==> config.mk <==
export PLATFORM = sky130hd
export DESIGN_NAME = dtb_trigger_unit
export DESIGN_NICKNAME = d
export VERILOG_FILES = /design/src/dtb_pkg.sv /design/src/dtb_trigger_unit.sv /design/src/dtb_opcode_tracker.sv
export VERILOG_INCLUDE_DIRS = /design/src
export SDC_FILE = /design/constraint.sdc
export NUM_CORES = 1
export LEC_CHECK = 0
export BUFFER_PORTS_ARGS = -buffer_cell sky130_fd_sc_hd__buf_2
export CORE_MARGIN = 4
export CORE_UTILIZATION = 35
export DETAILED_ROUTE_END_ITERATION = 8
export PLACE_DENSITY_LB_ADDON = 0.1
export SLEW_MARGIN = 40
export SYNTH_ARGS = -nofsm -noshare
export SYNTH_HDL_FRONTEND = slang
export SYNTH_HIERARCHICAL = 1
export SYNTH_SLANG_ARGS = --single-unit
==> constraint.sdc <==
create_clock -name core_clk -period 3.2 [get_ports core_clk]
set_input_delay 0 -clock core_clk [delete_from_list [all_inputs] [get_ports core_clk]]
set_output_delay 0 -clock core_clk [all_outputs]
set_load 0.02 [all_outputs]
==> src/dtb_consts.svh <==
`ifndef DTB_CONSTS_SVH
`define DTB_CONSTS_SVH

// Trace buffer depth and address width
`define DTB_FIFO_DEPTH 8
`define DTB_ADDR_W 16

// Trigger mode encodings
`define DTB_MODE_A_ONLY 4'h0
`define DTB_MODE_A_OR_B 4'h1
`define DTB_MODE_A_THEN_B 4'h2
`define DTB_MODE_EVENT_B 4'h3
`define DTB_MODE_A_THEN_EVENT_B 4'h4
`define DTB_MODE_A_AND_B_DATA 4'h5
`define DTB_MODE_A_NOT_B_DATA 4'h6
`define DTB_MODE_INSIDE 4'h7
`define DTB_MODE_OUTSIDE 4'h8

// Replacement opcodes handed to the core (arbitrary values)
`define DTB_HALT_OPCODE 8'hA5
`define DTB_SWI_OPCODE 8'h5A

// Reset values
`define DTB_RST_BIT 1'b0
`define DTB_RST_BYTE 8'h00
`define DTB_RST_WORD 16'h0000

`endif

==> src/dtb_pkg.sv <==
`default_nettype none
package dtb_pkg;
    typedef enum logic [1:0] {
        DTB_IDLE = 2'b00,
        DTB_WAIT = 2'b01,
        DTB_STORE = 2'b11
    } dtb_run_t;

    typedef struct packed {
        logic pend;
        logic [15:0] addr;
        logic hit;
    } dtb_trk_t;
endpackage
`default_nettype wire

==> src/dtb_trigger_unit.sv <==
// Summary of operation
// - Force break holds request until core finishes instruction and enters background mode.
// - Tag break marks fetched opcode; core substitutes halt opcode if it executes.
// - In all but the two range modes, opcode qualification triggers only when the matched opcode actually executes.
// - Each comparator owns an independent opcode tracker.
// - Four-bit mode field selects one of nine trigger modes for the run.
// - Begin select chooses store-after-trigger or circular store until trigger.
// - Writing run one arms, clears word count and loads hit flags with that cycle's match.
// - Begin run ends on full buffer; end run ends on trigger.
// - Writing zero to run or enable stops the run at once.
// - Address modes store change-of-flow addresses.
// - Event-only modes store the data byte in the low bits.
// - Event-only modes ignore begin select and always run begin type.
// - Comparators optionally qualify on bus direction.
// - Break enable raises break request; kind bit picks tag or force.
// - A-only mode triggers on address equal to comparator A.
// - A-or-B mode triggers on address equal to A or B.
// - Without halt permission the substitute opcode is software interrupt.
// - Run bit clears itself when the run completes.
// - Enable cannot be set while the device is secure.
// - Break at full for begin runs, at trigger for end runs.
// - Direction value zero means write, one means read.
`timescale 1ns/1ps
`default_nettype none
`include "dtb_consts.svh"
module dtb_trigger_unit
    import dtb_pkg::*;
#(
    parameter int DEPTH = `DTB_FIFO_DEPTH,
    parameter logic [7:0] HALT_OPCODE = `DTB_HALT_OPCODE,
    parameter logic [7:0] SWI_OPCODE = `DTB_SWI_OPCODE,
    localparam int PW = (DEPTH > 1) ? $clog2(DEPTH) : 1,
    localparam int CW = $clog2(DEPTH + 1)
) (
    // Clock and reset
    input wire logic core_clk,
    input wire logic rst_n,
    // Control write
    input wire logic ctrl_wr,
    input wire logic ctrl_monitor_enable,
    input wire logic ctrl_run,
    input wire logic ctrl_break_tag_kind,
    input wire logic ctrl_break_request_enable,
    input wire logic ctrl_compare_a_dir_value,
    input wire logic ctrl_compare_a_dir_qualify,
    input wire logic ctrl_compare_b_dir_value,
    input wire logic ctrl_compare_b_dir_qualify,
    // Trigger setup
    input wire logic [3:0] trigger_mode_field,
    input wire logic opcode_qualify_select,
    input wire logic trace_begin_select,
    input wire logic [15:0] comp_a_value,
    input wire logic [15:0] comp_b_value,
    // Device state
    input wire logic secure_state,
    input wire logic debug_halt_allow,
    // Observed bus
    input wire logic bus_valid,
    input wire logic bus_rd,
    input wire logic [15:0] bus_addr,
    input wire logic [7:0] bus_data,
    input wire logic opcode_fetch,
    input wire logic cof_valid,
    input wire logic [15:0] cof_addr,
    // Core pipeline
    input wire logic exec_valid,
    input wire logic [15:0] exec_addr,
    input wire logic queue_flush,
    input wire logic core_break_ack,
    // Trace readout
    input wire logic fifo_rd,
    output logic [15:0] fifo_rd_data,
    // Status
    output logic monitor_enable,
    output logic run_active_flag,
    output logic comparator_a_hit_flag,
    output logic comparator_b_hit_flag,
    output logic [CW-1:0] fifo_word_count,
    // Break requests
    output logic break_force_req,
    output logic break_tag_mark,
    output logic [7:0] break_opcode
);
    localparam logic [CW-1:0] FULL = CW'(DEPTH);

    typedef struct packed {
        dtb_run_t st;
        logic en;
        logic run;
        logic tag_kind;
        logic brk_en;
        logic compare_a_dir_value;
        logic compare_a_dir_qualify;
        logic compare_b_dir_value;
        logic compare_b_dir_qualify;
        logic a_hit;
        logic b_hit;
        logic a_seen;
        logic [CW-1:0] cnt;
        logic [PW-1:0] wptr;
        logic [DEPTH-1:0][15:0] mem;
        logic [15:0] rd_data;
        logic brk_force;
        logic brk_tag;
        logic [7:0] brk_op;
    } dtb_st_t;

    dtb_st_t q, d;
    logic raw_a, raw_b, qa, qb, trig, ev, beg, store_now, brk_evt, start, stop;
    logic trk_a_hit, trk_b_hit;
    logic [15:0] word;

    function automatic logic is_event(input logic [3:0] m);
        return (m == `DTB_MODE_EVENT_B) || (m == `DTB_MODE_A_THEN_EVENT_B);
    endfunction

    function automatic logic [PW-1:0] ptr_next(input logic [PW-1:0] p);
        return (int'(p) == DEPTH - 1) ? '0 : PW'(int'(p) + 1);
    endfunction

    function automatic logic [PW-1:0] ptr_back(input logic [PW-1:0] p, input logic [CW-1:0] n);
        return (int'(p) >= int'(n)) ? PW'(int'(p) - int'(n)) : PW'(int'(p) + DEPTH - int'(n));
    endfunction

    function automatic logic dir_ok(input logic qual, input logic val, input logic rd);
        return !qual || (rd == val);
    endfunction

    // Raw comparator matches
    assign raw_a = bus_valid && bus_addr == comp_a_value && dir_ok(q.compare_a_dir_qualify, q.compare_a_dir_value, bus_rd);
    assign raw_b = bus_valid && bus_addr == comp_b_value && dir_ok(q.compare_b_dir_qualify, q.compare_b_dir_value, bus_rd);

    // One tracker per comparator so pending compares do not collide
    dtb_opcode_tracker u_trk_a (
        .core_clk(core_clk),
        .rst_n(rst_n),
        .clear(q.st == DTB_IDLE),
        .fetch_match(raw_a && opcode_fetch),
        .fetch_addr(bus_addr),
        .exec_valid(exec_valid),
        .exec_addr(exec_addr),
        .queue_flush(queue_flush),
        .exec_hit(trk_a_hit)
    );
    dtb_opcode_tracker u_trk_b (
        .core_clk(core_clk),
        .rst_n(rst_n),
        .clear(q.st == DTB_IDLE),
        .fetch_match(raw_b && opcode_fetch),
        .fetch_addr(bus_addr),
        .exec_valid(exec_valid),
        .exec_addr(exec_addr),
        .queue_flush(queue_flush),
        .exec_hit(trk_b_hit)
    );

    assign qa = opcode_qualify_select ? trk_a_hit : raw_a;
    assign qb = opcode_qualify_select ? trk_b_hit : raw_b;

    always_comb begin
        trig = 1'b0;
        unique case (trigger_mode_field)
            `DTB_MODE_A_ONLY: trig = qa;
            `DTB_MODE_A_OR_B: trig = qa || qb;
            `DTB_MODE_A_THEN_B: trig = q.a_seen && qb;
            `DTB_MODE_EVENT_B: trig = qb;
            `DTB_MODE_A_THEN_EVENT_B: trig = q.a_seen && qb;
            `DTB_MODE_A_AND_B_DATA: trig = qa && bus_data == comp_b_value[7:0];
            `DTB_MODE_A_NOT_B_DATA: trig = qa && bus_data != comp_b_value[7:0];
            `DTB_MODE_INSIDE: trig = bus_valid && bus_addr >= comp_a_value
                && bus_addr <= comp_b_value;
            `DTB_MODE_OUTSIDE: trig = bus_valid && (bus_addr < comp_a_value
                || bus_addr > comp_b_value);
            default: trig = 1'b0;
        endcase
    end

    always_comb begin
        d = q;
        d.brk_tag = 1'b0;
        brk_evt = 1'b0;
        ev = is_event(trigger_mode_field);
        beg = ev || trace_begin_select;
        if (ev) begin
            store_now = trig && q.st != DTB_IDLE;
            word = {8'h00, bus_data};
        end else begin
            store_now = cof_valid && (q.st == DTB_STORE || (q.st == DTB_WAIT && !beg));
            word = cof_addr;
        end
        if (ctrl_wr) begin
            d.en = ctrl_monitor_enable && (q.en || !secure_state);
            d.tag_kind = ctrl_break_tag_kind;
            d.brk_en = ctrl_break_request_enable;
            d.compare_a_dir_value = ctrl_compare_a_dir_value;
            d.compare_a_dir_qualify = ctrl_compare_a_dir_qualify;
            d.compare_b_dir_value = ctrl_compare_b_dir_value;
            d.compare_b_dir_qualify = ctrl_compare_b_dir_qualify;
        end
        start = ctrl_wr && ctrl_run && d.en;
        stop = ctrl_wr && !start;
        if (start) begin
            d.st = DTB_WAIT;
            d.run = 1'b1;
            d.cnt = '0;
            d.a_seen = 1'b0;
            // Match in the arming cycle still counts
            d.a_hit = qa;
            d.b_hit = qb;
        end else if (stop) begin
            d.st = DTB_IDLE;
            d.run = 1'b0;
        end else if (q.st != DTB_IDLE) begin
            if (qa) begin
                d.a_hit = 1'b1;
                d.a_seen = 1'b1;
            end
            if (qb) begin
                d.b_hit = 1'b1;
            end
            if (store_now) begin
                d.mem[q.wptr] = word;
                d.wptr = ptr_next(q.wptr);
                // Circular store keeps the newest words once full
                if (q.cnt != FULL) begin
                    d.cnt = q.cnt + CW'(1);
                end
            end
            unique case (q.st)
                DTB_WAIT: begin
                    if (trig && beg) begin
                        d.st = DTB_STORE;
                    end else if (trig) begin
                        d.st = DTB_IDLE;
                        d.run = 1'b0;
                        brk_evt = 1'b1;
                    end
                end
                DTB_STORE: ;
                default: d.st = DTB_IDLE;
            endcase
            if (beg && store_now && q.cnt == FULL - CW'(1)) begin
                d.st = DTB_IDLE;
                d.run = 1'b0;
                brk_evt = 1'b1;
            end
        end else if (fifo_rd && q.cnt != '0) begin
            d.rd_data = q.mem[ptr_back(q.wptr, q.cnt)];
            d.cnt = q.cnt - CW'(1);
        end
        if (core_break_ack) begin
            d.brk_force = 1'b0;
        end
        if (brk_evt && q.brk_en) begin
            if (q.tag_kind) begin
                d.brk_tag = 1'b1;
            end else begin
                d.brk_force = 1'b1;
            end
            d.brk_op = debug_halt_allow ? HALT_OPCODE : SWI_OPCODE;
        end
    end

    always_ff @(posedge core_clk or negedge rst_n) begin
        if (!rst_n) begin
            q <= '0;
        end else begin
            q <= d;
        end
    end

    assign fifo_rd_data = q.rd_data;
    assign monitor_enable = q.en;
    assign run_active_flag = q.run;
    assign comparator_a_hit_flag = q.a_hit;
    assign comparator_b_hit_flag = q.b_hit;
    assign fifo_word_count = q.cnt;
    assign break_force_req = q.brk_force;
    assign break_tag_mark = q.brk_tag;
    assign break_opcode = q.brk_op;
endmodule // dtb_trigger_unit
`default_nettype wire

==> src/dtb_opcode_tracker.sv <==
`timescale 1ns/1ps
`default_nettype none
`include "dtb_consts.svh"
module dtb_opcode_tracker
    import dtb_pkg::*;
(
    // Clock and reset
    input wire logic core_clk,
    input wire logic rst_n,
    // Control
    input wire logic clear,
    // Opcode fetch side
    input wire logic fetch_match,
    input wire logic [15:0] fetch_addr,
    // Execution side
    input wire logic exec_valid,
    input wire logic [15:0] exec_addr,
    input wire logic queue_flush,
    // Result
    output logic exec_hit
);
    dtb_trk_t q, d;

    always_comb begin
        d = q;
        d.hit = 1'b0;
        if (q.pend && exec_valid && exec_addr == q.addr) begin
            d.hit = 1'b1;
            d.pend = 1'b0;
        end
        if (queue_flush || clear) begin
            d.pend = 1'b0;
        end
        // New fetch wins over flush
        if (fetch_match && !clear) begin
            d.pend = 1'b1;
            d.addr = fetch_addr;
        end
    end

    always_ff @(posedge core_clk or negedge rst_n) begin
        if (!rst_n) begin
            q <= '0;
        end else begin
            q <= d;
        end
    end

    assign exec_hit = q.hit;
endmodule // dtb_opcode_tracker
`default_nettype wire

==> results of run 1 <==
worst paths after layout:
path | endpoint | slack (ps)
worst max-delay path | flop | 350
worst min-delay path | flop | 20
worst max register to register | u_trk_b/exec_hit$_DFF_PN0_ | 720
worst min register to register | break_force_req$_DFF_PN0_ | 450
max in group asynchronous | asynchronous set/reset pin | 2190
min in group asynchronous | u_trk_a/q[10]$_DFFE_PN0P_ | 70
power by group through the flow:
stage | combinational [mW] | clock, mW | sequential, mW
4_1_cts | 2.08 | 3.28 | 2.91
3_3_place_gp | 2.03 | 0 | 2.95
3_5_place_dp | 2.03 | 0 | 2.95
2_1_floorplan | 1.50 | 0 | 2.90
6_report | 2.03 | 3.18 | 2.91
5_1_grt | 2.22 | 3.39 | 2.94
cell type report:
type	instances	share of cell area (%)
Timing Repair Buffer	225	11.38
Sequential cell	204	37.31
Multi-Input combinational cell	547	39.38
Inverter	53	1.454
Clock buffer	34	5.121
Tap cell	396	3.621
Clock inverter	14	1.728
worst reg2reg max path: stages, from the launching register on:
cell and delay (ps):
sky130_fd_sc_hd__dfrtp_1 390, sky130_fd_sc_hd__xor2_1 190, sky130_fd_sc_hd__nor4_4 370, sky130_fd_sc_hd__nand4_1 130
sky130_fd_sc_hd__dlygate4sd3_1 580, sky130_fd_sc_hd__nor3_1 190, sky130_fd_sc_hd__dlygate4sd3_1 580
metal layers:
metal | vias to the layer above | track usage (%) | part of all wire [%]
li1 | 3492 | - | -
met1 | 3729 | 25.26 | 49
met2 | 145 | 26.96 | 45
met3 | 33 | 2.198 | 3.9
met4 | 0 | 2.973 | 1.4
met5 | - | 0 | 0
stage by stage:
step	cells	worst slack (ps)
3_3_place_gp	1378	383.4
6_report	1473	346.5
3_5_place_dp	1378	379.2
4_1_cts	1473	366.9
5_1_grt	1473	148.3
2_1_floorplan	867	507.0
placed cells by master, fill, tap and decap left out, drive strengths merged, types with 5 or more instances in the layout:
cell type	synthesis	layout
dfrtp	204	204
nand3	13	13
nor2	50	50
nor3	5	5
mux2	175	175
nor2b	11	11
xnor2	19	19
buf	51	177
clkinv	1	7
o31ai	5	5
nor4	5	5
o21ai	14	14
mux2i	17	17
nand4b	5	5
nand2	20	20
a21oi	39	39
clkbuf	12	35
inv	52	52
xor2	25	25
nand4	17	17
mux4	32	32
dlygate4sd3	0	47
ha	37	37
a31oi	6	6
bufinv	0	6
logic make-up after synthesis:
group                      Yosys count
DFF                                204
muxes                              224
AOI/OAI and AO/OA                   91
adders and majority gates           38
xor gates and xnor gates            44
buffers and inverters              116
and+or+nand+nor                    150
==> impl_metrics.prom, run 1 <==
# TYPE chip_impl_metric gauge
chip_impl_metric{name="timing.setup.tns",unit="ps"} 0
chip_impl_metric{name="power.total",unit="mW"} 8.117
chip_impl_metric{name="yosysUniqueCellTypes",unit=""} 68
chip_impl_metric{name="hold_buffers",unit=""} 47
chip_impl_metric{name="critPathMaxFanout",unit=""} 13
chip_impl_metric{name="syn_nets",unit=""} 1020
chip_impl_info{name="synth_top_area_cell",value="sky130_fd_sc_hd__dfrtp_1"} 1
chip_impl_metric{name="largest_net_degree_at_the_start_of_global_routing",unit=""} 83
chip_impl_metric{name="postCtsSetupRepairBufs",unit=""} 0
chip_impl_metric{name="worst_slew_margin_rel",unit="%"} 51.41
chip_impl_metric{name="ant_nets",unit=""} 0
chip_impl_info{name="cts_tree",value="built"} 1
chip_impl_info{name="clockRootBuffer",value="sky130_fd_sc_hd__clkbuf_16"} 1
chip_impl_metric{name="mux_share_of_post_synthesis_cell_area",unit="%"} 27.09
chip_impl_metric{name="floorplan.io_pins",unit=""} 149
chip_impl_metric{name="reg2regPathDepth",unit=""} 6
chip_impl_metric{name="grt_pass1_vias",unit=""} 7840
chip_impl_metric{name="synth_enable_flop_cells",unit=""} 0
chip_impl_metric{name="cts-htree-levels",unit=""} 1
chip_impl_metric{name="antenna_violations_before_repair",unit=""} 0
chip_impl_metric{name="final_hold_slack",unit="ps"} 21.30
chip_impl_metric{name="post-route-min-period",unit="ps"} 2853
chip_impl_metric{name="asyncSetResetFlopFracSynth",unit="%"} 100.0
chip_impl_metric{name="synth_sequential_area_ratio",unit="%"} 45.93
chip_impl_metric{name="ctsLongestPathBuffers",unit=""} 3
chip_impl_metric{name="via_per_inst",unit=""} 5.023
chip_impl_metric{name="slew_viol_final",unit=""} 0
chip_impl_metric{name="core_area",unit="sq um"} 30990
chip_impl_metric{name="cts_resized",unit=""} 0
chip_impl_metric{name="yosysWarnings",unit=""} 6
chip_impl_info{name="critPathLaunch",value="bus_addr[11]"} 1
chip_impl_info{name="end_kind",value="flop"} 1
chip_impl_metric{name="detail_route.iter0.violations",unit=""} 372
chip_impl_metric{name="nets",unit=""} 1210
chip_impl_metric{name="fin_util",unit="%"} 44.15
chip_impl_metric{name="post_synth_xor_area_fraction",unit="%"} 3.467
chip_impl_metric{name="cts_sinks",unit=""} 204
chip_impl_metric{name="wirelength",unit="mm"} 29.31
chip_impl_info{name="timing_worst_setup_path_type",value="in2reg"} 1
chip_impl_metric{name="ir_worst_vdd",unit="uV"} 411.0
chip_impl_metric{name="post_synthesis_simple_gate_area_fraction",unit="%"} 8.228
chip_impl_metric{name="cts-buffers-inserted",unit=""} 26
chip_impl_metric{name="detailed_place_hpwl",unit="mm"} 20.31
chip_impl_info{name="yosys.cell_count.top_type",value="sky130_fd_sc_hd__dfrtp_1"} 1
chip_impl_metric{name="drt-pass1-iter-count",unit=""} 5
chip_impl_metric{name="cap_violations",unit=""} 0
chip_impl_metric{name="total_area_of_multi_input_combinational_cells",unit="sq um"} 5389
chip_impl_metric{name="global_placer_s_final_weighted_congestion",unit=""} 0.8489
chip_impl_metric{name="p_leak",unit="nW"} 6.754
chip_impl_metric{name="finalHoldViolations",unit=""} 0
chip_impl_metric{name="globalRouteTotalUtil",unit="%"} 16.95
chip_impl_metric{name="clockPowerShare",unit="%"} 39.2
chip_impl_metric{name="hold_path_depth",unit=""} 3
chip_impl_metric{name="net-switching-power",unit="mW"} 2.458
chip_impl_metric{name="setup_violations",unit=""} 0
chip_impl_info{name="synth.top_cells.by_area",value="sky130_fd_sc_hd__dfrtp_1, sky130_fd_sc_hd__mux2_2, sky130_fd_sc_hd__mux4_2"} 1
chip_impl_metric{name="floorplan.die_area",unit="sq um"} 34670
chip_impl_info{name="timing.rr.start",value="u_trk_b/q[1]$_DFFE_PN0P_"} 1
chip_impl_metric{name="area_delta_synth_final",unit="%"} 23.10
chip_impl_metric{name="routedWlPerCell",unit="um"} 19.90
chip_impl_info{name="startpoint_type",value="primary input"} 1
chip_impl_metric{name="row_count",unit=""} 64
chip_impl_metric{name="swShare",unit="%"} 30.29
chip_impl_metric{name="grt_overflow_total",unit=""} 0
chip_impl_metric{name="worst_margin_slew",unit="ps"} 728.8
chip_impl_info{name="timing.hold.worst.class",value="in2reg"} 1
chip_impl_metric{name="count_of_state_elements_after_synthesis",unit=""} 204
chip_impl_metric{name="synth_top_area_share",unit="%"} 45.93
chip_impl_info{name="hp-start",value="cof_addr[0]"} 1
chip_impl_metric{name="die_h",unit="um"} 186.2
chip_impl_metric{name="clock_insertion_delay_worst_skew",unit="ps"} 520
chip_impl_metric{name="path_depth",unit=""} 13
chip_impl_metric{name="post_route_cells_drive_above_1_share",unit="%"} 41.60
chip_impl_info{name="outcome",value="finished clean"} 1
chip_impl_metric{name="min_period_over_period",unit="%"} 89.17
chip_impl_metric{name="grt_first_pass_wirelength",unit="mm"} 45.97
chip_impl_metric{name="synth_compound_area_share",unit="%"} 5.178
chip_impl_metric{name="drc",unit=""} 0
chip_impl_metric{name="starting_density_of_the_core",unit="%"} 35.87
chip_impl_info{name="synth_commonest_cells",value="sky130_fd_sc_hd__dfrtp_1, sky130_fd_sc_hd__mux2_2, sky130_fd_sc_hd__inv_1"} 1
chip_impl_info{name="critical_path.cell_chain",value="dlygate4sd3_1 -> buf_2 -> ha_1 -> nand4_1 -> nor4_4 -> a32oi_1 -> nor2_1 -> nand2_1 -> a21boi_2 -> buf_12 -> and4_1 -> buf_4 -> mux2_2"} 1
chip_impl_metric{name="p_per_area",unit="nW/um^2"} 593.2
chip_impl_metric{name="clkTransAtPathRegs",unit="ps"} 60
chip_impl_metric{name="yosys.area_share.adder",unit="%"} 4.345
chip_impl_info{name="synth_top_family_by_area",value="multiplexers"} 1
chip_impl_metric{name="final_cell_area",unit="sq um"} 13680
chip_impl_info{name="ys.flop_type",value="sky130_fd_sc_hd__dfrtp_1"} 1
chip_impl_metric{name="fmax",unit="GHz"} 0.3505
chip_impl_metric{name="via_count",unit=""} 7399
chip_impl_metric{name="antenna_cells_inserted",unit=""} 0
chip_impl_metric{name="dpl_cell_area",unit="sq um"} 12280
chip_impl_metric{name="crit_arrival",unit="ps"} 3250
chip_impl_metric{name="synth_area_per_cell",unit="sq um"} 12.82
chip_impl_metric{name="power_frac_comb",unit="%"} 25.0
chip_impl_metric{name="width_of_the_chip",unit="um"} 186.2
chip_impl_metric{name="io_buffers",unit=""} 148
chip_impl_metric{name="seqCellArea",unit="sq um"} 5105
chip_impl_metric{name="syn_area",unit="sq um"} 11120
chip_impl_metric{name="worst_path_largest_cell_delay",unit="ps"} 530
chip_impl_metric{name="finalClockSkew",unit="ps"} 11.11
chip_impl_metric{name="p_int",unit="mW"} 5.659
chip_impl_info{name="cp_slowest_cell",value="sky130_fd_sc_hd__dlygate4sd3_1"} 1
chip_impl_metric{name="layout.filler_cells",unit=""} 2896
chip_impl_metric{name="pwr-share-seq",unit="%"} 35.8
chip_impl_metric{name="worst-endpoint-required",unit="ps"} 3600
chip_impl_info{name="crit_family",value="buffers and inverters"} 1
chip_impl_info{name="grt_setup_unrepaired",value="false"} 1
chip_impl_metric{name="critical_path.n_buffers_inverters",unit=""} 4
chip_impl_metric{name="postSynthCellCount",unit=""} 867
Power figures use the tool's default switching activity.
==> inputs of run 2 (changes only) <==
- CORE_UTILIZATION: 35 -> 46
==> impl_metrics.prom, run 2 (synthesized netlist as in run 1, its figures left out) <==
# TYPE chip_impl_metric gauge
chip_impl_metric{name="fmax",unit="GHz"} 0.3449
chip_impl_metric{name="final_hold_slack",unit="ps"} -25.83
chip_impl_metric{name="crit_arrival",unit="ps"} 3290
chip_impl_metric{name="hold_buffers",unit=""} 50
chip_impl_metric{name="fin_util",unit="%"} 56.66
chip_impl_metric{name="starting_density_of_the_core",unit="%"} 47.08
chip_impl_metric{name="total_area_of_multi_input_combinational_cells",unit="sq um"} 5389
chip_impl_metric{name="largest_net_degree_at_the_start_of_global_routing",unit=""} 95
chip_impl_metric{name="ant_nets",unit=""} 0
chip_impl_metric{name="layout.filler_cells",unit=""} 1948
chip_impl_metric{name="cts-htree-levels",unit=""} 1
chip_impl_metric{name="via_per_inst",unit=""} 5.351
chip_impl_metric{name="die_h",unit="um"} 163.5
chip_impl_metric{name="antenna_cells_inserted",unit=""} 0
chip_impl_metric{name="finalHoldViolations",unit=""} 18
chip_impl_metric{name="detailed_place_hpwl",unit="mm"} 18.85
chip_impl_info{name="end_kind",value="flop"} 1
chip_impl_metric{name="p_per_area",unit="nW/um^2"} 558.9
chip_impl_metric{name="post_route_cells_drive_above_1_share",unit="%"} 41.12
chip_impl_metric{name="area_delta_synth_final",unit="%"} 20.36
chip_impl_metric{name="worst_path_largest_cell_delay",unit="ps"} 530
chip_impl_metric{name="grt_overflow_total",unit=""} 0
chip_impl_metric{name="cts_sinks",unit=""} 204
chip_impl_info{name="cts_tree",value="built"} 1
chip_impl_metric{name="finalClockSkew",unit="ps"} 13.58
chip_impl_metric{name="worst_slew_margin_rel",unit="%"} 61.36
chip_impl_info{name="timing_worst_setup_path_type",value="in2reg"} 1
chip_impl_metric{name="floorplan.die_area",unit="sq um"} 26720
chip_impl_info{name="timing.hold.worst.class",value="in2async"} 1
chip_impl_metric{name="detail_route.iter0.violations",unit=""} 341
chip_impl_info{name="startpoint_type",value="primary input"} 1
chip_impl_info{name="cpMostUsedCell",value="sky130_fd_sc_hd__buf_4"} 1
chip_impl_metric{name="min_period_over_period",unit="%"} 90.60
chip_impl_info{name="cp_slowest_cell",value="sky130_fd_sc_hd__dlygate4sd3_1"} 1
chip_impl_metric{name="routedWlPerCell",unit="um"} 19.53
chip_impl_metric{name="critPathMaxFanout",unit=""} 13
chip_impl_metric{name="global_placer_s_final_weighted_congestion",unit=""} 0.8693
chip_impl_metric{name="nets",unit=""} 1212
chip_impl_metric{name="grt_first_pass_wirelength",unit="mm"} 43.74
chip_impl_metric{name="core_area",unit="sq um"} 23610
chip_impl_metric{name="ctsLongestPathBuffers",unit=""} 3
chip_impl_metric{name="ir_worst_vdd",unit="uV"} 374.9
chip_impl_metric{name="wirelength",unit="mm"} 27.13
chip_impl_metric{name="io_buffers",unit=""} 148
chip_impl_info{name="clockRootBuffer",value="sky130_fd_sc_hd__clkbuf_16"} 1
chip_impl_metric{name="antenna_violations_before_repair",unit=""} 0
chip_impl_metric{name="p_leak",unit="nW"} 6.674
chip_impl_info{name="critical_path.cell_chain",value="dlygate4sd3_1 -> buf_2 -> ha_1 -> nand4_1 -> nor4_4 -> a32oi_1 -> nor2_1 -> nand2_1 -> a21boi_2 -> buf_4 -> and4_1 -> buf_4 -> mux2_2"} 1
chip_impl_metric{name="postCtsSetupRepairBufs",unit=""} 0
chip_impl_metric{name="cap_violations",unit=""} 0
chip_impl_info{name="grt_setup_unrepaired",value="false"} 1
chip_impl_metric{name="width_of_the_chip",unit="um"} 163.5
chip_impl_metric{name="via_count",unit=""} 7433
chip_impl_metric{name="clkTransAtPathRegs",unit="ps"} 60
chip_impl_metric{name="timing.setup.tns",unit="ps"} 0
chip_impl_metric{name="worst_margin_slew",unit="ps"} 578.4
chip_impl_metric{name="slew_viol_final",unit=""} 0
chip_impl_metric{name="floorplan.io_pins",unit=""} 149
chip_impl_metric{name="drt-pass1-iter-count",unit=""} 4
chip_impl_metric{name="reg2regPathDepth",unit=""} 10
chip_impl_metric{name="cts_resized",unit=""} 0
chip_impl_info{name="timing.rr.start",value="q[165]$_DFFE_PN0P_"} 1
chip_impl_info{name="failing_checks",value="hold timing"} 1
chip_impl_metric{name="seqCellArea",unit="sq um"} 5105
chip_impl_metric{name="drc",unit=""} 0
chip_impl_metric{name="post-route-min-period",unit="ps"} 2899
chip_impl_info{name="outcome",value="finished with violations"} 1
chip_impl_metric{name="clock_insertion_delay_worst_skew",unit="ps"} 520
chip_impl_metric{name="grt_pass1_vias",unit=""} 7846
chip_impl_metric{name="row_count",unit=""} 56
chip_impl_info{name="top_library_cells_by_usage_in_the_layout_fill_and_taps_aside",value="sky130_fd_sc_hd__dfrtp_1, sky130_fd_sc_hd__buf_2, sky130_fd_sc_hd__mux2_2"} 1
chip_impl_metric{name="globalRouteTotalUtil",unit="%"} 20.74
chip_impl_metric{name="setup_violations",unit=""} 0
chip_impl_metric{name="worst-endpoint-required",unit="ps"} 3590
chip_impl_info{name="final_common_cell",value="sky130_fd_sc_hd__dfrtp_1"} 1
chip_impl_metric{name="cts-buffers-inserted",unit=""} 23
chip_impl_metric{name="reg2reg_setup_slack",unit="ps"} 720
==> run 2: layer usage <==
metal  track usage, %  wire length (um)
met1            29.70             12550
met2            33.53             12610
met3            3.154              1325
met4            4.956               643
met5                0                 0
==> run 2: area by class of cell <==
cell class,count,share of cell area (%)
repair buffers,230,11.76
multi-input cells,547,40.28
inverters,53,1.487
flip-flops and latches,204,38.16
clock inverters,8,0.8136
well taps,319,2.983
clock buffers,28,4.517
==> run 2: how the worst max path moves through the flow <==
stage,from,endpoint,slack (ps),cells after the start
after floorplan,q[154]$_DFFE_PN0P_,fifo_rd_data[10]$_DFFE_PN0P_,510,9
final,bus_addr[11],flop,300,13
after global routing,bus_addr[14],flop,130,13
after global placement,bus_addr[11],flop,370,12
after CTS,bus_addr[13],flop,340,13
after detailed placement,bus_addr[13],flop,360,12
==> run 2: worst max-delay path: cells and delay by family <==
kind	cells	cell delay (ps)
adder cells (fa/ha/maj)	1	310
AND/OR/NAND/NOR	5	1080
multiplexers	1	360
buffers and inverters	4	1160
AO/OA/AOI/OAI	2	370
==> run 2: per-stage QoR <==
step / worst slack, ps / cells / hold slack [ps] / power, mW / cell area, sq um
final: 300.9 / 1389 / -25.83 / 7.478 / 13380
after global routing: 133.3 / 1389 / 0.1872 / 7.875 / 13380
after CTS: 343.2 / 1388 / 1.814 / 7.586 / 13350
after detailed placement: 356.1 / 1302 / 145.0 / 4.957 / 12140
after global placement: 375.0 / 1302 / 147.9 / 4.938 / 12140
after floorplan: 507.0 / 867 / -295.6 / 4.403 / 11120
==> run 2: where the power goes <==
part,switching [mW],internal [mW],leakage [nW]
sequential,0.146,2.76,2.78
combinational,1.15,0.865,3.54
clock,1.05,1.50,0.353
